[src/hdl/fram_reg_map.svh]
// Opcodes, register field positions, reset values and generic address map
// Assumes inclusion by the package and the design modules
`ifndef FRAM_REG_MAP_SVH
`define FRAM_REG_MAP_SVH
`define OPC_WRITE_ENABLE 8'h06
`define OPC_WRITE_DISABLE 8'h04
`define OPC_STATUS_ONE_WRITE 8'h01
`define OPC_STATUS_ONE_READ 8'h05
`define OPC_STATUS_TWO_READ 8'h07
`define OPC_CONFIG_ONE_READ 8'h35
`define OPC_CONFIG_TWO_READ 8'h3F
`define OPC_CONFIG_FOUR_READ 8'h45
`define OPC_CONFIG_FIVE_READ 8'h5E
`define OPC_GENERIC_WRITE 8'h71
`define OPC_GENERIC_READ 8'h65
`define SR1_WEL_BIT 1
`define SR1_WIP_BIT 0
`define SR1_SWD_BIT 7
`define CR5_RLC_LO_BIT 0
`define ADDR_BYTES 3
`define SR1_DEFAULT 8'h00
`define SR2_DEFAULT 8'h00
`define CR1_DEFAULT 8'h00
`define CR2_DEFAULT 8'h00
`define CR4_DEFAULT 8'h00
`define CR5_DEFAULT 8'h00
`define GADDR_VOL_PAGE 8'h07
`define GADDR_NV_PAGE 8'h00
`define GADDR_SR1 8'h00
`define GADDR_SR2 8'h01
`define GADDR_CR1 8'h02
`define GADDR_CR2 8'h03
`define GADDR_CR4 8'h05
`define GADDR_CR5 8'h06
`endif

[src/hdl/fram_reg_pkg.sv]
// Types shared by the register-access command decoder
// Assumes the map header is on the include path
package fram_reg_pkg;
  `include "fram_reg_map.svh"
  typedef logic [7:0] byte_t;
  typedef enum logic [1:0] {
    LAT_ZERO,
    LAT_ONE,
    LAT_TWO,
    LAT_THREE
  } reg_latency_e;
endpackage : fram_reg_pkg

[src/hdl/fram_reg_cmd.sv]
// Register-access command decoder of a serial memory slave (single-bit SPI, mode 0)
// Assumes host drives chip select, serial clock and data; pins asynchronous to clk_sys
`timescale 1ns/10ps
`include "fram_reg_map.svh"
module fram_reg_cmd (
  input wire logic clk_sys,
  input wire logic reset_n,
  input wire logic soft_reset,
  input wire logic cs_pin_n,
  input wire logic sck_pin,
  input wire logic si_pin,
  input wire logic wp_pin_n,
  input wire logic busy_in,
  input wire fram_reg_pkg::byte_t status_two_in,
  output logic so_out,
  output logic so_oe,
  output fram_reg_pkg::byte_t status_one,
  output fram_reg_pkg::byte_t config_one,
  output fram_reg_pkg::byte_t config_two,
  output fram_reg_pkg::byte_t config_four,
  output fram_reg_pkg::byte_t config_five,
  output logic write_refused
);
  import fram_reg_pkg::*;

  typedef enum logic [2:0] {
    ST_OPCODE,
    ST_ADDR,
    ST_DATA,
    ST_DUMMY,
    ST_SHIFT,
    ST_IGNORE
  } cmd_state_e;

  ////////////////////////////////////////////////////////////////////////////
  // Pin sampling and byte assembly
  logic cs_n;
  logic sck_rise;
  logic sck_fall;
  logic si;
  logic cs_last_ff;
  logic [7:0] rx_byte;
  logic rx_done;

  link_sync u_sync (
    .clk_sys(clk_sys),
    .reset_n(reset_n),
    .cs_pin_n(cs_pin_n),
    .sck_pin(sck_pin),
    .si_pin(si_pin),
    .cs_n(cs_n),
    .sck_rise(sck_rise),
    .sck_fall(sck_fall),
    .si(si)
  );

  logic wp_meta_ff;
  logic wp_ff;
  logic busy_meta_ff;
  logic busy_ff;

  shift_byte u_shift (
    .clk_sys(clk_sys),
    .reset_n(reset_n),
    .clear(cs_n),
    .sample(sck_rise && !cs_n),
    .bit_in(si),
    .byte_out(rx_byte),
    .byte_done(rx_done)
  );

  wire cs_rise = cs_n && !cs_last_ff;

  ////////////////////////////////////////////////////////////////////////////
  // Registers and command state
  cmd_state_e state_ff;
  cmd_state_e nxt_state;
  logic [7:0] opcode_ff;
  logic [23:0] addr_ff;
  logic [1:0] addr_cnt_ff;
  logic [7:0] data_ff;
  logic data_ok_ff;
  logic extra_ff;
  logic [7:0] tx_ff;
  logic [3:0] dummy_ff;
  logic [7:0] sr1_vol_ff;
  logic [7:0] sr1_nv_ff;
  logic [7:0] cr1_ff;
  logic [7:0] cr1_nv_ff;
  logic [7:0] cr2_ff;
  logic [7:0] cr2_nv_ff;
  logic [7:0] cr4_ff;
  logic [7:0] cr4_nv_ff;
  logic [7:0] cr5_ff;
  logic [7:0] cr5_nv_ff;
  logic refused_ff;

  // Register image selected by a generic address low byte
  function automatic logic [7:0] pick_reg(input logic [7:0] sel, input logic [7:0] sr1,
      input logic [7:0] sr2, input logic [7:0] c1, input logic [7:0] c2,
      input logic [7:0] c4, input logic [7:0] c5);
    case (sel)
      `GADDR_SR1: pick_reg = sr1;
      `GADDR_SR2: pick_reg = sr2;
      `GADDR_CR1: pick_reg = c1;
      `GADDR_CR2: pick_reg = c2;
      `GADDR_CR4: pick_reg = c4;
      `GADDR_CR5: pick_reg = c5;
      default: pick_reg = 8'h00;
    endcase
  endfunction : pick_reg

  wire write_enable_latch = sr1_vol_ff[`SR1_WEL_BIT];
  wire [7:0] sr1_live = {sr1_vol_ff[7:1], busy_ff};
  wire [7:0] sr2_live = busy_ff ? 8'h00 : status_two_in;
  wire protect_lock = sr1_vol_ff[`SR1_SWD_BIT] && !wp_ff;
  wire write_allowed = write_enable_latch && !protect_lock;
  wire [3:0] dummy_count = {2'h0, cr5_ff[`CR5_RLC_LO_BIT +: 2]};
  wire is_ded_read = (rx_byte == `OPC_STATUS_ONE_READ) || (rx_byte == `OPC_STATUS_TWO_READ)
      || (rx_byte == `OPC_CONFIG_ONE_READ) || (rx_byte == `OPC_CONFIG_TWO_READ)
      || (rx_byte == `OPC_CONFIG_FOUR_READ) || (rx_byte == `OPC_CONFIG_FIVE_READ);
  wire is_addr_cmd = (rx_byte == `OPC_GENERIC_WRITE) || (rx_byte == `OPC_GENERIC_READ);
  wire is_write_cmd = (opcode_ff == `OPC_STATUS_ONE_WRITE) || (opcode_ff == `OPC_GENERIC_WRITE);
  wire addr_page_ok = (addr_ff[23:8] == {`GADDR_VOL_PAGE, 8'h00})
      || (addr_ff[23:8] == {8'h00, `GADDR_NV_PAGE});
  wire addr_nv = (addr_ff[23:16] == `GADDR_NV_PAGE);
  wire [7:0] gen_sel = addr_page_ok ? addr_ff[7:0] : 8'hFF;

  // Read data for the opcode just taken; volatile copies only
  wire [7:0] ded_data = (rx_byte == `OPC_STATUS_ONE_READ) ? sr1_live :
      (rx_byte == `OPC_STATUS_TWO_READ) ? sr2_live :
      (rx_byte == `OPC_CONFIG_ONE_READ) ? cr1_ff :
      (rx_byte == `OPC_CONFIG_TWO_READ) ? cr2_ff :
      (rx_byte == `OPC_CONFIG_FOUR_READ) ? cr4_ff : cr5_ff;
  wire [7:0] gen_data = pick_reg(gen_sel, sr1_live, sr2_live, cr1_ff, cr2_ff,
      cr4_ff, cr5_ff);

  ////////////////////////////////////////////////////////////////////////////
  // Next state
  always_comb begin
    nxt_state = state_ff;
    case (state_ff)
      ST_OPCODE: begin
        if (rx_done) begin
          if (rx_byte == `OPC_STATUS_ONE_WRITE) begin
            nxt_state = ST_DATA;
          end else if (is_addr_cmd) begin
            nxt_state = ST_ADDR;
          end else if (is_ded_read) begin
            nxt_state = ST_DUMMY;
          end else begin
            nxt_state = ST_IGNORE;
          end
        end
      end
      ST_ADDR: begin
        if (rx_done && addr_cnt_ff == 2'(`ADDR_BYTES - 1)) begin
          nxt_state = (opcode_ff == `OPC_GENERIC_READ) ? ST_DUMMY : ST_DATA;
        end
      end
      ST_DATA: begin
        if (rx_done) begin
          nxt_state = ST_IGNORE;
        end
      end
      ST_DUMMY: begin
        if (dummy_ff == 4'h0 && sck_fall) begin
          nxt_state = ST_SHIFT;
        end
      end
      ST_SHIFT: nxt_state = ST_SHIFT;
      ST_IGNORE: nxt_state = ST_IGNORE;
      default: nxt_state = ST_OPCODE;
    endcase
    if (cs_n) begin
      nxt_state = ST_OPCODE;
    end
  end

  ////////////////////////////////////////////////////////////////////////////
  // Sequencing and serial shifting
  always_ff @(posedge clk_sys) begin
    if (!reset_n) begin
      state_ff <= ST_OPCODE;
      cs_last_ff <= 1'b1;
      wp_meta_ff <= 1'b1;
      wp_ff <= 1'b1;
      busy_meta_ff <= 1'b0;
      busy_ff <= 1'b0;
      opcode_ff <= 8'h00;
      addr_ff <= 24'h000000;
      addr_cnt_ff <= 2'h0;
      data_ff <= 8'h00;
      data_ok_ff <= 1'b0;
      extra_ff <= 1'b0;
      tx_ff <= 8'h00;
      dummy_ff <= 4'h0;
    end else begin
      state_ff <= nxt_state;
      cs_last_ff <= cs_n;
      wp_meta_ff <= wp_pin_n;
      wp_ff <= wp_meta_ff;
      busy_meta_ff <= busy_in;
      busy_ff <= busy_meta_ff;
      if (cs_n) begin
        addr_cnt_ff <= 2'h0;
        data_ok_ff <= 1'b0;
        extra_ff <= 1'b0;
      end
      if (state_ff == ST_OPCODE && rx_done) begin
        opcode_ff <= rx_byte;
        tx_ff <= ded_data;
        dummy_ff <= dummy_count;
      end
      if (state_ff == ST_ADDR && rx_done) begin
        addr_ff <= {addr_ff[15:0], rx_byte};
        addr_cnt_ff <= addr_cnt_ff + 2'h1;
        dummy_ff <= dummy_count;
      end
      if (state_ff == ST_DATA && rx_done) begin
        data_ff <= rx_byte;
        data_ok_ff <= 1'b1;
      end
      if (state_ff == ST_IGNORE && sck_rise && !cs_n) begin
        extra_ff <= 1'b1;
      end
      if (state_ff == ST_DUMMY && dummy_ff != 4'h0 && sck_fall) begin
        dummy_ff <= dummy_ff - 4'h1;
      end
      if (state_ff == ST_DUMMY && dummy_ff == 4'h0 && opcode_ff == `OPC_GENERIC_READ) begin
        tx_ff <= gen_data;
      end
      if (state_ff == ST_SHIFT && sck_fall) begin
        tx_ff <= {tx_ff[6:0], 1'b0};
      end
    end
  end

  ////////////////////////////////////////////////////////////////////////////
  // Register updates at chip-select rising edge
  wire opcode_only = (addr_cnt_ff == 2'h0) && !data_ok_ff && (state_ff == ST_IGNORE);
  wire do_set_wel = cs_rise && opcode_only && opcode_ff == `OPC_WRITE_ENABLE && !extra_ff;
  wire do_clr_wel = cs_rise && opcode_only && opcode_ff == `OPC_WRITE_DISABLE && !extra_ff
      && !busy_ff;
  wire wr_frame = cs_rise && data_ok_ff && !extra_ff && is_write_cmd;
  wire do_write = wr_frame && write_allowed && !busy_ff;
  wire do_sr1_write = do_write && (opcode_ff == `OPC_STATUS_ONE_WRITE
      || (addr_page_ok && addr_ff[7:0] == `GADDR_SR1));
  wire do_gen_write = do_write && opcode_ff == `OPC_GENERIC_WRITE && addr_page_ok;
  wire do_sr1_nv = do_sr1_write && (opcode_ff == `OPC_STATUS_ONE_WRITE || addr_nv);

  always_ff @(posedge clk_sys) begin
    if (!reset_n) begin
      sr1_nv_ff <= `SR1_DEFAULT;
      cr1_nv_ff <= `CR1_DEFAULT;
      cr2_nv_ff <= `CR2_DEFAULT;
      cr4_nv_ff <= `CR4_DEFAULT;
      cr5_nv_ff <= `CR5_DEFAULT;
    end else if (do_write) begin
      if (do_sr1_nv) begin
        sr1_nv_ff <= {data_ff[7:2], 2'h0};
      end
      if (do_gen_write && addr_nv && addr_ff[7:0] == `GADDR_CR1) begin
        cr1_nv_ff <= data_ff;
      end
      if (do_gen_write && addr_nv && addr_ff[7:0] == `GADDR_CR2) begin
        cr2_nv_ff <= data_ff;
      end
      if (do_gen_write && addr_nv && addr_ff[7:0] == `GADDR_CR4) begin
        cr4_nv_ff <= data_ff;
      end
      if (do_gen_write && addr_nv && addr_ff[7:0] == `GADDR_CR5) begin
        cr5_nv_ff <= data_ff;
      end
    end
  end

  always_ff @(posedge clk_sys) begin
    if (!reset_n || soft_reset) begin
      sr1_vol_ff <= sr1_nv_ff;
      cr1_ff <= cr1_nv_ff;
      cr2_ff <= cr2_nv_ff;
      cr4_ff <= cr4_nv_ff;
      cr5_ff <= cr5_nv_ff;
      refused_ff <= 1'b0;
    end else begin
      refused_ff <= wr_frame && !do_write;
      if (do_set_wel) begin
        sr1_vol_ff[`SR1_WEL_BIT] <= 1'b1;
      end
      if (do_clr_wel) begin
        sr1_vol_ff[`SR1_WEL_BIT] <= 1'b0;
      end
      if (do_sr1_write) begin
        sr1_vol_ff <= {data_ff[7:2], 2'h0};
      end else if (do_write) begin
        sr1_vol_ff[`SR1_WEL_BIT] <= 1'b0;
      end
      if (do_gen_write && addr_ff[7:0] == `GADDR_CR1) begin
        cr1_ff <= data_ff;
      end
      if (do_gen_write && addr_ff[7:0] == `GADDR_CR2) begin
        cr2_ff <= data_ff;
      end
      if (do_gen_write && addr_ff[7:0] == `GADDR_CR4) begin
        cr4_ff <= data_ff;
      end
      if (do_gen_write && addr_ff[7:0] == `GADDR_CR5) begin
        cr5_ff <= data_ff;
      end
    end
  end

  ////////////////////////////////////////////////////////////////////////////
  // Outputs
  always_ff @(posedge clk_sys) begin
    if (!reset_n) begin
      so_out <= 1'b0;
      so_oe <= 1'b0;
      status_one <= 8'h00;
      config_one <= 8'h00;
      config_two <= 8'h00;
      config_four <= 8'h00;
      config_five <= 8'h00;
      write_refused <= 1'b0;
    end else begin
      so_out <= tx_ff[7];
      so_oe <= (state_ff == ST_SHIFT) && !cs_n;
      status_one <= sr1_live;
      config_one <= cr1_ff;
      config_two <= cr2_ff;
      config_four <= cr4_ff;
      config_five <= cr5_ff;
      write_refused <= refused_ff;
    end
  end

  ////////////////////////////////////////////////////////////////////////////
  // Assertions
  wel_clear_a: assert property (@(posedge clk_sys) disable iff (!reset_n || soft_reset)
      do_clr_wel && !do_set_wel |=> !sr1_vol_ff[`SR1_WEL_BIT])
    else $error("enable latch not cleared");
  wel_busy_a: assert property (@(posedge clk_sys) disable iff (!reset_n || soft_reset)
      busy_ff && !do_set_wel && !do_write && sr1_vol_ff[`SR1_WEL_BIT]
      |=> sr1_vol_ff[`SR1_WEL_BIT])
    else $error("enable latch dropped while busy");
  wel_edge_a: assert property (@(posedge clk_sys) disable iff (!reset_n || soft_reset)
      $fell(sr1_vol_ff[`SR1_WEL_BIT]) |-> $past(cs_rise))
    else $error("enable latch cleared off deselect");
  write_locked_a: assert property (@(posedge clk_sys) disable iff (!reset_n)
      wr_frame && !write_enable_latch |=> $stable(sr1_nv_ff) && $stable(cr5_nv_ff))
    else $error("write taken without latch");
  protect_pin_a: assert property (@(posedge clk_sys) disable iff (!reset_n)
      wr_frame && protect_lock |=> $stable(sr1_nv_ff))
    else $error("protected status write taken");
  sr1_nv_a: assert property (@(posedge clk_sys) disable iff (!reset_n)
      do_sr1_nv |=> sr1_nv_ff == {$past(data_ff[7:2]), 2'h0})
    else $error("nonvolatile status not programmed");
  wel_auto_a: assert property (@(posedge clk_sys) disable iff (!reset_n || soft_reset)
      do_write |=> !sr1_vol_ff[`SR1_WEL_BIT])
    else $error("latch not cleared after write");
  read_data_a: assert property (@(posedge clk_sys) disable iff (!reset_n)
      state_ff == ST_OPCODE && rx_done && rx_byte == `OPC_CONFIG_FIVE_READ
      |=> tx_ff == $past(cr5_ff))
    else $error("config five read data wrong");
  set_wel_a: assert property (@(posedge clk_sys) disable iff (!reset_n || soft_reset)
      do_set_wel && !do_clr_wel |=> sr1_vol_ff[`SR1_WEL_BIT])
    else $error("enable latch not set");
  dummy_cov_c: cover property (@(posedge clk_sys) state_ff == ST_DUMMY && dummy_ff == 4'h2);
  sr1_wr_c: cover property (@(posedge clk_sys) do_sr1_write);
  refuse_c: cover property (@(posedge clk_sys) refused_ff);
  gen_rd_c: cover property (@(posedge clk_sys) state_ff == ST_SHIFT && opcode_ff == 8'h65);
endmodule : fram_reg_cmd

[src/hdl/link_sync.sv]
// Two-stage synchroniser for link pins plus serial clock edge finder
// Assumes pins are asynchronous to clk_sys
`timescale 1ns/10ps
module link_sync (
  input wire logic clk_sys,
  input wire logic reset_n,
  input wire logic cs_pin_n,
  input wire logic sck_pin,
  input wire logic si_pin,
  output logic cs_n,
  output logic sck_rise,
  output logic sck_fall,
  output logic si
);
  logic [2:0] meta_ff;
  logic [2:0] sync_ff;
  logic sck_last_ff;
  always_ff @(posedge clk_sys) begin
    if (!reset_n) begin
      meta_ff <= 3'h5;
      sync_ff <= 3'h5;
      sck_last_ff <= 1'b0;
    end else begin
      meta_ff <= {cs_pin_n, sck_pin, si_pin};
      sync_ff <= meta_ff;
      sck_last_ff <= sync_ff[1];
    end
  end
  assign cs_n = sync_ff[2];
  assign si = sync_ff[0];
  assign sck_rise = sync_ff[1] & ~sck_last_ff;
  assign sck_fall = ~sync_ff[1] & sck_last_ff;
endmodule : link_sync

[src/hdl/shift_byte.sv]
// Serial-in byte assembler with bit counter, cleared while deselected
// Assumes one-cycle sample strobes from clk_sys
`timescale 1ns/10ps
module shift_byte (
  input wire logic clk_sys,
  input wire logic reset_n,
  input wire logic clear,
  input wire logic sample,
  input wire logic bit_in,
  output logic [7:0] byte_out,
  output logic byte_done
);
  logic [6:0] sh_ff;
  logic [2:0] cnt_ff;
  always_ff @(posedge clk_sys) begin
    if (!reset_n || clear) begin
      sh_ff <= 7'h00;
      cnt_ff <= 3'h0;
    end else if (sample) begin
      sh_ff <= {sh_ff[5:0], bit_in};
      cnt_ff <= cnt_ff + 3'h1;
    end
  end
  assign byte_out = {sh_ff, bit_in};
  assign byte_done = sample && (cnt_ff == 3'h7);
endmodule : shift_byte

[config.mk]
export PLATFORM = sky130hd
export DESIGN_NAME = fram_reg_cmd
export DESIGN_NICKNAME = d
export VERILOG_FILES = /design/src/hdl/fram_reg_pkg.sv /design/src/hdl/fram_reg_cmd.sv /design/src/hdl/link_sync.sv /design/src/hdl/shift_byte.sv
export VERILOG_INCLUDE_DIRS = /design/src /design/src/hdl
export SDC_FILE = /design/constraint.sdc
export NUM_CORES = 1
export LEC_CHECK = 0
export BUFFER_PORTS_ARGS = -buffer_cell sky130_fd_sc_hd__buf_4
export CAP_MARGIN = 10
export CORE_MARGIN = 5
export CORE_UTILIZATION = 35
export CTS_CLUSTER_DIAMETER = 80
export DETAILED_ROUTE_END_ITERATION = 8
export RECOVER_POWER = 25
export SLEW_MARGIN = 10
export SYNTH_ARGS = -nofsm -noshare
export SYNTH_HDL_FRONTEND = slang
export SYNTH_SLANG_ARGS = --single-unit
[constraint.sdc]
create_clock -name clk_sys -period 3.2 [get_ports clk_sys]
set_input_delay 0.16 -clock clk_sys [delete_from_list [all_inputs] [get_ports clk_sys]]
set_output_delay 0.16 -clock clk_sys [all_outputs]
set_load 0.02 [all_outputs]
# --- Yosys cells after proc, flatten, opt, wreduce, memory -nomap -nowiden ---
# Cells that the tools add are included.
word_totals:
  ff_bits: 202
  memories: 0
  out_inout_bits: 43
  rom_bits: 0
  mem_bits_rw: 0
  elab_cells: 222
  latchBits: 0
classes:
  div: 0
  n_eq_ne: 35
  bitwise_logic: 5
  reduce_logical: 96
  addsub: 3
  mux: 43
  n_lt_le_gt_ge: 0
  n_mul: 0
  shifts: 0
ops:
  columns: ["op", "n"]
  rows:
  - ["two-way mux 8 bit", 19]
  - ["equality test 8 x 3 -> 1 bit (second input constant)", 8]
  - ["equality test 8 x 7 -> 1 bit (second input constant)", 6]
  - ["one-hot mux 8 bit (6 select lines)", 1]
  - ["logical AND 1 bit", 46]
  - ["equality test 8 x 2 -> 1 bit (second input constant)", 4]
  - ["equality test 8 x 1 -> 1 bit (second input constant)", 3]
  - ["logical NOT 8 bit", 3]
  - ["two-way mux 3 bit", 7]
  - ["one-hot mux 3 bit (6 select lines)", 1]
  - ["nonzero test 2 bit", 9]
  - ["equality test 16 x 11 -> 1 bit (second input constant)", 1]
  - ["equality test 8 x 6 -> 1 bit (second input constant)", 2]
  - ["logical NOT 16 bit", 1]
  - ["logical OR 1 bit", 12]
  - ["two-way mux 4 bit", 3]
  - ["AND reduction 2 bit", 5]
  - ["equality test 3 bit (second input constant)", 3]
  - ["logical NOT 1 bit", 9]
  - ["two-way mux 1 bit", 9]
  - ["!= test 2 bit (second input constant)", 4]
  - ["equality test 3 x 2 -> 1 bit (second input constant)", 2]
  - ["two-way mux 6 bit", 1]
  - ["nonzero test 3 bit", 2]
  - ["other kinds (16)", 21]

# --- Logic depth before layout (Yosys ltp) ---
# Gate-level depths: netlist (run 1).
logic_depth:
  ltp_word: 12
  depth_mapped: 9
  mapped_depth_nobuf: 8

# --- Cells and area by module ---
# A second synthesis (run 1) with hierarchy kept.
hier_totals:
  hier_cells: 968
  area_unflattened_um2: 8853.5
modules_own_cells:
  columns: ["mod", "instances", "cells_per_inst", "area_each_um2", "seq_area_each_um2"]
  rows:
  - ["fram_reg_cmd", 1, 915, 8257.9, 4093.9]
  - ["shift_byte", 1, 37, 399.1, 200.2]
  - ["link_sync", 1, 16, 196.4, 140.1]

# --- Worst setup path before layout (run 1) ---
# Ideal clock, no wire load.
synth_timing:
  kind: "reg-to-reg"
  from: "reg addr_ff[16]"
  to: "reg sr1_vol_ff[2], enable pin"
  required_ps: 2823
  t_arrival_ps: 2045
  setup_ps: 377
  period_less_slack_ps: 2422
  n_path_buf: 0
  path_stages_with_launch: 6
  path_slack_ps: 778
  path_cell_list: "dfxtp_1 -> or3_4 -> a2111oi_4 -> nand2_2 -> o31a_2 -> o21ai_0"
synth_between:
  elab_chain_len: 6
  elab_cells_between_ends: 7
  classes_between: "eq/ne: 1; reduce/logical: 6"
synth_lines:
  columns: ["item", "line_no", "source"]
  rows:
  - ["from (decl)", "fram_reg_cmd.sv:79", "logic [23:0] addr_ff;"]
  - ["from (signal assigned)", "fram_reg_cmd.sv:216", "addr_ff <= {addr_ff[15:0], rx_byte};"]
  - ["equality test 16 x 11 -> 1 bit or logical NOT 16 bit (tied branches)", "fram_reg_cmd.sv:124, fram_reg_cmd.sv:125", null]
  - ["logical OR 1 bit (*)", "fram_reg_cmd.sv:124", "wire addr_page_ok = (addr_ff[23:8] == {`GADDR_VOL_PAGE, 8'h00})"]
  - ["logical AND 1 bit (no line) (*)", null, null]
  - ["logical OR 1 bit (*)", "fram_reg_cmd.sv:247", "wire do_sr1_write = do_write && (opcode_ff == `OPC_STATUS_ONE_WRITE"]
  - ["logical AND 1 bit (*)", "fram_reg_cmd.sv:247", null]
  - ["nonzero test 2 bit (no line) (*)", null, null]
  - ["to (signal assigned)", "fram_reg_cmd.sv:280", "sr1_vol_ff <= sr1_nv_ff;"]
  - ["to (signal assigned)", "fram_reg_cmd.sv:295", "sr1_vol_ff <= {data_ff[7:2], 2'h0};"]
  - ["to (decl)", "fram_reg_cmd.sv:86", "logic [7:0] sr1_vol_ff;"]
# Every way passes the cells marked *; elsewhere a longest branch is shown, timed or not.
# A chain may end at the register's enable or synchronous reset.

# --- Worst setup path after layout (run 1) ---
layout_timing:
  from: "reg sr1_vol_ff[1]"
  to: "reg cr5_nv_ff[7]"
layout_between:
  elab_chain_len: 8
layout_lines:
  columns: ["item", "line_no", "source"]
  rows:
  - ["logical AND 1 bit (*)", "fram_reg_cmd.sv:117", "wire write_allowed = write_enable_latch && !protect_lock;"]
  - ["logical AND 1 bit (*) (2 in series)", "fram_reg_cmd.sv:246", "wire do_write = wr_frame && write_allowed && !busy_ff;"]
  - ["logical AND 1 bit (no line)", null, null]
  - ["logical AND 1 bit", "fram_reg_cmd.sv:249", "wire do_gen_write = do_write && opcode_ff == `OPC_GENERIC_WRITE && addr_page_ok;"]
  - ["logical AND 1 bit", "fram_reg_cmd.sv:272", "if (do_gen_write && addr_nv && addr_ff[7:0] == `GADDR_CR5) begin"]
  - ["logical AND 1 bit (no line)", null, null]
  - ["AND reduction 2 bit (no line) (*)", null, null]
  - ["to (signal assigned)", "fram_reg_cmd.sv:258", "cr5_nv_ff <= `CR5_DEFAULT;"]
  - ["to (signal assigned)", "fram_reg_cmd.sv:273", "cr5_nv_ff <= data_ff;"]
  - ["to (decl)", "fram_reg_cmd.sv:95", "logic [7:0] cr5_nv_ff;"]
# Marks and branches as above.

==> impl_metrics.toml, run 1 <==
[critical_path]
crit_start = "sr1_vol_ff[1]"
max_stage_delay_ns = 0.70
crit_family = "simple AND/OR/NAND/NOR gates"
path_max_fanout = 16
critPathSlowestCell = "nor4_1"
critPathBufInv = 0
worstSetupPathType = "reg2reg"
reg2reg_from = "sr1_vol_ff[1]"
crit_top_cell = "nand4_1"
cp.arrival_ns = 3.12
worstPathCellList = "nor2b_1, nand4_1, nor4_1, nand4_1, nand3_1, o21ai_0"
cp.required_ns = 3.56
endpoint_kind = "flip-flop"
start_kind = "flip-flop"

[logic_synthesis]
synthesis.area_per_instance_um2 = 9.53
ys_async_sr_fraction = 0
syn-cell-area_mm2 = 0.00866
ys_warn_count = 0
synth_cell_types = 66
synth_seq_area_share = 0.512
synth_edf_count = 39
ys_ff_latch = 202
syn_inst = 909
synth_ff_type = "dfxtp_1"
syn_nets = 930

[sta]
slew_headroom = -0.539
fin_crit_ns = 2.76
fin_skew_ns = 0.00756
finalHoldViolCount = 0
clock.fmax_mhz = 362
final-setup-viol-count = 0
drv_slew = 57
fin_crit_sh = 0.864
rsz0062_at_grt = "false"
worst_slew_pin_slew_ns = 2.31
setup_tns_ns = 0
setup_slack_ns = 0.436

[final_layout]
regMostFlops = "addr_ff"
largest_reg_flops = 24
regArea_mm2 = 0.00443
final_common_cell = "dfxtp_1"
multi_input_area_mm2 = 0.00396
n_fill_cell = 2393
drive_gt1_frac = 0.126
area_growth_pct = 17.0
fin_nets = 981
most-common-layout-cells = "163 x dfxtp_1, 149 x nand2_1, 92 x nor2_1"
final_area_mm2 = 0.0101
final_util = 0.417
diodes = 0

[pwr]
seq_power_share = 0.497
peakVddDrop_v = 0.000324
p_switching_w = 0.00118
comb_power_share = 0.036
clock_power_share = 0.467
intPower_w = 0.00419
p_sw_frac = 0.220
p_leak_nw = 4.11
p_per_area_mw_per_mm2 = 530

[cts]
cts.sink_count = 202
clkTransAtPathRegs_ns = 0.06
h-tree-depth = 1
cts_tree = "done"
clkLatencyLatePin_ns = 0.50
numCtsBuffers = 22
clockRootBuffer = "clkbuf_16"
cts-resized-gates = 0
clockBufferDepth = 3

[floorplanning]
core_mm2 = 0.0243
die_h_um = 167
core.rowCount = 57
fp.dieW_um = 167
initial_core_util = 0.356
die_area_mm2 = 0.0280
ios = 59

[outcome]
status = "finished, violations left"
failed_checks = "capacitance limit, slew limit"

[drt]
viasPerCell = 5.17
drtIter0Drc = 588
wl_per_cell_um = 17.9
drc = 0
drt_wl_total_um = 23300
drtAntennaViolNets = 0
num_vias = 6716
drt-pass1-iter-count = 5

[global_routing]
grt_pass1_wl_um = 37600
grt_overflow = 0
grt_max_degree = 57
grtUsageTotal = 0.164
antenna_found_initial = 0
grt_pass1_vias = 6654

[place]
dpl.hpwl_um = 16800
post-place-ws_ns = 0.446
port-buffer-count = 58
gp_congestion = 0.938
dpl_cell_area_mm2 = 0.00945

[run]
maxCapViolations = 1

[hold_path]
hold_path_class = "in2reg"
holdCritStartpoint = "status_two_in[3]"
[cell usage after synthesis, types with 7 or more instances]
master     number  area, um2
nand2_1       149        559
mux4_2          8        180
dfxtp_1       163       3260
clkbuf_1       52        195
mux2i_1        70        701
nor4_1          9       56.3
a22oi_1        16        120
nor2b_1        13       81.3
nor2_1         92        345
a2111oi_0       7       61.3
o2bb2ai_1       8       70.1
nand3_1        24        120
nand2b_1       11       68.8
edfxtp_1       39       1170
a31oi_1         9       56.3
a21oi_1        32        160
o22ai_1         8       50.1
and2_1         55        344
o21ai_0        33        165
inv_1           9       33.8
nor3_1          7       35.0
[worst min-delay path: stages]
cell and delay (ns):
buf_4 0.10, a22oi_1 0.06, nor2_1 0.09, a2111oi_0 0.07
o22ai_1 0.12
[worst paths after layout]
kind                       endpoint  slack [ns]  cells past startpoint
setup reg to reg       cr5_nv_ff[7]        0.44                      6
setup / recovery       cr5_nv_ff[7]        0.44                      6
hold / removal             tx_ff[3]        0.15                      5
hold reg to reg   u_sync.sync_ff[0]        0.42                      1
[power groups by stage]
stage	combinational, W	sequential, W	clock (W)
2_1_floorplan	0.0000901	0.00273	0
3_3_place_gp	0.000194	0.00273	0
3_5_place_dp	0.000194	0.00273	0
4_1_cts	0.000200	0.00267	0.00256
5_1_grt	0.000207	0.00268	0.00267
6_report	0.000191	0.00267	0.00251
[metrics by stage]
stage / std cells / total power [W] / hold slack (ns)
2_1_floorplan: 909 / 0.00282 / 0.261
6_report: 1300 / 0.00537 / 0.150
3_3_place_gp: 1255 / 0.00292 / 0.345
4_1_cts: 1300 / 0.00543 / 0.126
5_1_grt: 1300 / 0.00555 / 0.181
3_5_place_dp: 1255 / 0.00292 / 0.348
[area by class of cell]
| cell class | count | area share |
|---|---|---|
| tap | 324 | 0.0400 |
| timing repair buffer | 86 | 0.0569 |
| sequential | 202 | 0.438 |
| multi-input combinational | 639 | 0.391 |
| clock buffer | 30 | 0.0633 |
| clock inverter | 10 | 0.00778 |
| inverter | 9 | 0.00333 |
[per-layer routing]
metal,track usage,vias to the layer above,wire length (um),share of wire
met1,0.235,3191,10700,0.46
li1,-,3292,-,-
met4,0.0409,0,386,0.017
met5,0,-,0,0
met2,0.263,204,10600,0.46
met3,0.0205,29,1560,0.067
[cells by family after synthesis]
logic type | Yosys count | synth area share
xor gates and xnor gates | 2 | 0.00202
AOI/OAI and AO/OA | 136 | 0.105
muxes | 79 | 0.103
buffers and inverters | 68 | 0.0308
and+or+nand+nor | 417 | 0.241
DFF | 202 | 0.512
adders and majority gates | 5 | 0.00722
[repair_timing]
item / 4_1_cts / 5_1_grt
endpoints found under the setup margin: 0 / 0
hold buffers: 5 / 0
buffers inserted: 0 / 0
hold endpoints to repair: 5 / 0
No activity file was read; power rests on OpenSTA's default activity.
==> inputs of run 2 (changes only) <==
--- a/config.mk
+++ b/config.mk
@@ -16,4 +16,5 @@
 export SLEW_MARGIN = 10
 export SYNTH_ARGS = -nofsm -noshare
 export SYNTH_HDL_FRONTEND = slang
+export SYNTH_HIERARCHICAL = 1
 export SYNTH_SLANG_ARGS = --single-unit
==> impl_metrics.toml, run 2 <==
[outcome]
status = "finished, violations left"
failed_checks = "capacitance limit, slew limit"

[cts]
cts.sink_count = 202
cts_tree = "done"
clockRootBuffer = "clkbuf_16"
clkTransAtPathRegs_ns = 0.06
cts-resized-gates = 0
h-tree-depth = 1
cts_setup_buffers = 0
clkLatencyLatePin_ns = 0.51
clockBufferDepth = 3
numCtsBuffers = 22

[global_routing]
grt_max_degree = 84
grt_pass1_wl_um = 40600
grt_pass1_vias = 7040
grtUsageTotal = 0.178
antenna_found_initial = 0
grt_overflow = 0

[sta]
finalHoldViolCount = 0
setup_tns_ns = 0
fin_crit_ns = 2.69
rsz0062_at_grt = "false"
worst_slew_pin_slew_ns = 1.79
drv_slew = 84
final-setup-viol-count = 0
clock.fmax_mhz = 372
slew_headroom = -0.193
fin_skew_ns = 0.0163
fin_crit_sh = 0.841

[logic_synthesis]
synth_largest_area_cell = "dfxtp_1"
synth_cell_types = 75
synth_edf_count = 39
synth_top_area_share = 0.369
ys_async_sr_fraction = 0
ys_warn_count = 6
synthesis.area_per_instance_um2 = 9.15
syn_inst = 968
yosysMostFrequentCell = "nand2_1"
synth_area_leaders = "dfxtp_1 37%, edfxtp_1 13%, nand2_1 8.4%, a21oi_1 4.7%, and2_1 3.9%"
ys_ff_latch = 202
synth_ff_type = "dfxtp_1"
synth_common_cells = "198 x nand2_1, 163 x dfxtp_1, 84 x a21oi_1"
synth_seq_area_share = 0.501
syn_nets = 990
syn-cell-area_mm2 = 0.00885

[pwr]
clock_power_share = 0.506
comb_power_share = 0.030
p_leak_nw = 3.85
p_switching_w = 0.00117
seq_power_share = 0.465
intPower_w = 0.00459
peakVddDrop_v = 0.000363
finalPower_w = 0.00576
p_per_area_mw_per_mm2 = 550
p_sw_frac = 0.203

[critical_path]
path_max_fanout = 10
critPathSlowestCell = "nor4_4"
crit_family = "simple AND/OR/NAND/NOR gates"
endpoint_kind = "flip-flop"
critPathBufInv = 0
worstSetupPathType = "reg2reg"
cp.arrival_ns = 3.12
cp.required_ns = 3.63
worstPathCellList = "nor3b_1, nand3_1, nor4_4, and3_1, mux2i_1"
max_stage_delay_ns = 0.63
start_kind = "flip-flop"

[final_layout]
fin_nets = 1039
most-common-layout-cells = "198 x nand2_1, 163 x dfxtp_1, 84 x a21oi_1"
final_common_cell = "nand2_1"
multi_input_area_mm2 = 0.00412
diodes = 0
final_util = 0.418
drive_gt1_frac = 0.134
n_fill_cell = 2491
area_growth_pct = 18.3
largest_reg_flops = 24
final_area_mm2 = 0.0105
regMostFlops = "addr_ff"
regArea_mm2 = 0.00443

[run]
maxCapViolations = 1

[place]
dpl_cell_area_mm2 = 0.00965
dpl.hpwl_um = 18500
gp_congestion = 0.990
port-buffer-count = 58

[hold_path]
hold_path_class = "in2reg"

[drt]
wl_per_cell_um = 19.3
drtIter0Drc = 965
drt-pass1-iter-count = 6
drt_wl_total_um = 26300
drtAntennaViolNets = 0
viasPerCell = 5.37
drc = 0
num_vias = 7319

[floorplanning]
die_area_mm2 = 0.0286
core_mm2 = 0.0250
initial_core_util = 0.354
fp.dieW_um = 169
ios = 59
core.rowCount = 58
die_h_um = 169
-- run 2: cell types whose count changed in the layout (fill, tap and decap cells not counted), moves of 8 or more --
cell / change
nor2_1: -61
a21oi_1: +52
nand2_1: +49
mux2i_1: -48
nand3_1: +21
o21ai_0: +14
and2_0: -13
and2_1: +13
buf_4: +12
a22oi_1: -9
nor3_1: +9
o2bb2ai_1: -8
-- run 2: worst paths after layout --
check / start / endpoint / slack [ns] / cells after the start
worst max-delay path: u_sync/sync_ff[2] / cr1_nv_ff[7] / 0.51 / 5
worst min-delay path: status_two_in[0] / tx_ff[0] / 0.20 / 5
worst max register to register: u_sync/sync_ff[2] / cr1_nv_ff[7] / 0.51 / 5
worst min register to register: wp_meta_ff / wp_ff / 0.41 / 1
-- run 2: worst reg2reg max path, stage by stage (launching register included) --
cell,delay [ns]
dfxtp_1,0.42
nor3b_1,0.40
nand3_1,0.33
nor4_4,0.63
and3_1,0.59
mux2i_1,0.24
-- run 2: power groups by stage --
stage | clock, W | sequential (W) | combinational (W)
finish | 0.00291 | 0.00267 | 0.000172
global route | 0.00307 | 0.00268 | 0.000187
CTS | 0.00295 | 0.00267 | 0.000181
detailed placement | 0 | 0.00273 | 0.000176
global placement | 0 | 0.00273 | 0.000176
floorplan | 0 | 0.00273 | 0.0000826
-- run 2: per-stage QoR --
step / setup slack [ns] / hold slack (ns) / std cells
global route: 0.314 / 0.204 / 1363
detailed placement: 0.547 / 0.351 / 1318
global placement: 0.649 / 0.349 / 1318
CTS: 0.538 / 0.183 / 1363
finish: 0.510 / 0.202 / 1363
floorplan: 0.667 / 0.233 / 968
-- run 2: layout make-up --
cell class | count | share of cell area
clock buffers | 31 | 0.0617
flip-flops and latches | 202 | 0.424
repair buffers | 93 | 0.0608
multi-input cells | 690 | 0.393
clock inverters | 9 | 0.0186
well taps | 330 | 0.0394
inverters | 8 | 0.00287
-- run 2: timing repair --
action | in CTS | in global routing
endpoints found under the hold margin | 5 | 0
hold buffers | 5 | 0
endpoints found under the setup margin | 0 | 0
-- run 2: cell families (layout without fill, tap and decap cells) --
| logic type | Yosys count | count (layout) | share of synthesized area |
|---|---|---|---|
| and+or+nand+nor | 450 | 450 | 0.267 |
| DFF | 202 | 202 | 0.501 |
| AOI/OAI and AO/OA | 201 | 201 | 0.141 |
| buffers and inverters | 76 | 141 | 0.0360 |
| muxes | 30 | 30 | 0.0440 |
| adders and majority gates | 6 | 6 | 0.00848 |
| xor gates and xnor gates | 3 | 3 | 0.00297 |
-- run 2: layer usage --
layer	wire, um	part of all wire	GRT usage
met1	11600	0.44	0.248
met2	11600	0.44	0.278
met3	2000	0.076	0.0301
met4	981	0.037	0.0700
met5	0	0	0
==> inputs of run 3 (changes only) <==
--- a/config.mk
+++ b/config.mk
@@ -6,6 +6,7 @@
 export SDC_FILE = /design/constraint.sdc
 export NUM_CORES = 1
 export LEC_CHECK = 0
+export ABC_AREA = 1
 export BUFFER_PORTS_ARGS = -buffer_cell sky130_fd_sc_hd__buf_4
 export CAP_MARGIN = 10
 export CORE_MARGIN = 5
==> constraint.sdc (replaced) <==
create_clock -name clk_sys -period 2.15 [get_ports clk_sys]
set_input_delay 0.1075 -clock clk_sys [delete_from_list [all_inputs] [get_ports clk_sys]]
set_output_delay 0.1075 -clock clk_sys [all_outputs]
set_load 0.02 [all_outputs]
==> impl_metrics.toml, run 3 <==
[logic_synthesis]
synth_area_leaders = "dfxtp_1 37%, edfxtp_1 13%, nand2_1 12%, inv_1 8.0%, a21oi_1 6.4%"
ys_warn_count = 6
syn_inst = 1180
synth_seq_area_share = 0.497
synth_cell_types = 42
synth_edf_count = 39
syn_nets = 1202
ys_ff_latch = 202
synthesis.area_per_instance_um2 = 7.56
synth_ff_type = "dfxtp_1"
synth_common_cells = "294 x nand2_1, 190 x inv_1, 163 x dfxtp_1"
synth_top_area_share = 0.366
ys_async_sr_fraction = 0
syn-cell-area_mm2 = 0.00893
synth_largest_area_cell = "dfxtp_1"
yosysMostFrequentCell = "nand2_1"

[critical_path]
worstSetupPathType = "reg2reg"
ff2ff_setup_slack_ns = 0.14
max_stage_delay_ns = 0.37
r2r_end = "cr1_ff[3]"
crit_start = "opcode_ff[4]"
cp.required_ns = 2.32
reg2reg_from = "opcode_ff[4]"
start_kind = "flip-flop"
path_max_fanout = 8
reg2regPathDepth = 7
cp.arrival_ns = 2.18
worstPathCellList = "nor4_4, nand2_1, nand2_2, nand3_4, nor2_8, nand2_1, nand2_2"
critPathSlowestCell = "dfxtp_1"
endpoint_kind = "flip-flop"

[floorplanning]
die_area_mm2 = 0.0288
core.rowCount = 58
die_h_um = 170
initial_core_util = 0.354
core_mm2 = 0.0252
fp.dieW_um = 170
ios = 59

[cts]
h-tree-depth = 1
numCtsBuffers = 21
clockRootBuffer = "clkbuf_16"
clkLatencyLatePin_ns = 0.50
cts.sink_count = 202
clockBufferDepth = 3
clkTransAtPathRegs_ns = 0.06
cts_tree = "done"

[final_layout]
final_util = 0.417
regMostFlops = "addr_ff"
final_common_cell = "nand2_1"
multi_input_area_mm2 = 0.00356
n_fill_cell = 2622
largest_reg_flops = 24
stdcell_count = 1613
most-common-layout-cells = "288 x nand2_1, 189 x inv_1, 163 x dfxtp_1"
diodes = 0
fin_nets = 1292
area_growth_pct = 17.5
regArea_mm2 = 0.00443
drive_gt1_frac = 0.104

[global_routing]
grt_max_degree = 70
grt_overflow = 0
grt_pass1_vias = 7254
antenna_found_initial = 0
grt_pass1_wl_um = 39900
grtUsageTotal = 0.173

[drt]
viasPerCell = 4.84
drc = 0
drt_wl_total_um = 25300
drtIter0Drc = 829
wl_per_cell_um = 15.7
drtAntennaViolNets = 0
drt-pass1-iter-count = 5
num_vias = 7814

[sta]
hold_slack_ns = 0.113
clock.fmax_mhz = 499
slew_headroom = 0.526
fin_skew_ns = 0.0186
drv_slew = 0
finalHoldViolCount = 0
fin_crit_sh = 0.933
final-setup-viol-count = 0
worst_slew_pin_slew_ns = 0.711
fin_crit_ns = 2.01
rsz0062_at_grt = "false"

[hold_path]
min_path_cells = 6
holdCritStartpoint = "status_two_in[0]"
hold_path_class = "in2reg"
holdPathEnd = "tx_ff[0]"

[pwr]
p_per_area_mw_per_mm2 = 708
peakVddDrop_v = 0.000548
p_leak_nw = 4.65

[run]
maxCapViolations = 0

[place]
dpl.hpwl_um = 18700
dp.cells = 1566
port-buffer-count = 58
gp_congestion = 0.937

[outcome]
status = "completed"
run 3: cell count changes in the layout (fill, tap and decap cells not counted), moves of 30 or more:
| cell | delta |
|---|---|
| a21oi_1 | +30 |
| and2_1 | -41 |
| inv_1 | +182 |
| nand2_1 | +90 |
| nor2_1 | +51 |
| o21ai_0 | +61 |
run 3: power breakdown:
part	switching, W	internal (W)	total, W	leakage (nW)
sequential	0.0000228	0.00388	0.00391	1.78
combinational	0.000146	0.0000704	0.000216	2.57
clock	0.00141	0.00190	0.00331	0.303
run 3: worst max path at each step:
stage               depth (start not counted)     endpoint
floorplan                                  14  dummy_ff[3]
global placement                            7    cr1_ff[1]
detailed placement                          7    cr1_ff[1]
CTS                                         7    cr4_ff[1]
global route                               13     tx_ff[3]
finish                                      7    cr1_ff[3]
run 3: cells by family after synthesis:
kind of cell	count (synthesis)	synth area share
adders and majority gates	6	0.00841
AOI/OAI and AO/OA	241	0.138
DFF	202	0.497
and+or+nand+nor	488	0.247
buffers and inverters	243	0.109
run 3: per-stage QoR:
stage | TNS (ns) | power [W] | instance area [um2] | setup WS, ns
after floorplan | 0 | 0.00410 | 8930 | 0.219
after CTS | 0 | 0.00752 | 10600 | 0.00677
after global placement | 0 | 0.00420 | 9880 | 0.0259
after detailed placement | -0.00285 | 0.00420 | 9880 | -0.000560
final | 0 | 0.00743 | 10500 | 0.144
after global routing | 0 | 0.00770 | 10500 | 0.00736
run 3: final cells by class:
type / instances / area share
Sequential cell: 202 / 0.423
Clock buffer: 32 / 0.0569
Tap cell: 330 / 0.0394
Timing Repair inverter: 1 / 0.000716
Timing Repair Buffer: 105 / 0.0655
Clock inverter: 4 / 0.00179
Inverter: 204 / 0.0735
Multi-Input combinational cell: 735 / 0.340
run 3: per-layer routing:
layer,share of wire,vias to the layer above,GRT usage
li1,-,3920,-
met1,0.46,3613,0.240
met2,0.47,241,0.286
met3,0.056,40,0.0231
met4,0.020,0,0.0459
met5,0,-,0
run 3: repair_timing:
action | CTS | global route
gates resized for setup | 1 | 15
gates cloned | 0 | 1
endpoints found under the hold margin | 10 | 0
setup buffers | 0 | 0
pin swaps | 0 | 1
hold buffers | 10 | 0
setup endpoints to repair | 8 | 44
run 3: critical path, delay by kind of cell (launching register included):
kind / cells / cell delay (ns)
flops: 1 / 0.37
simple gates: 7 / 1.29
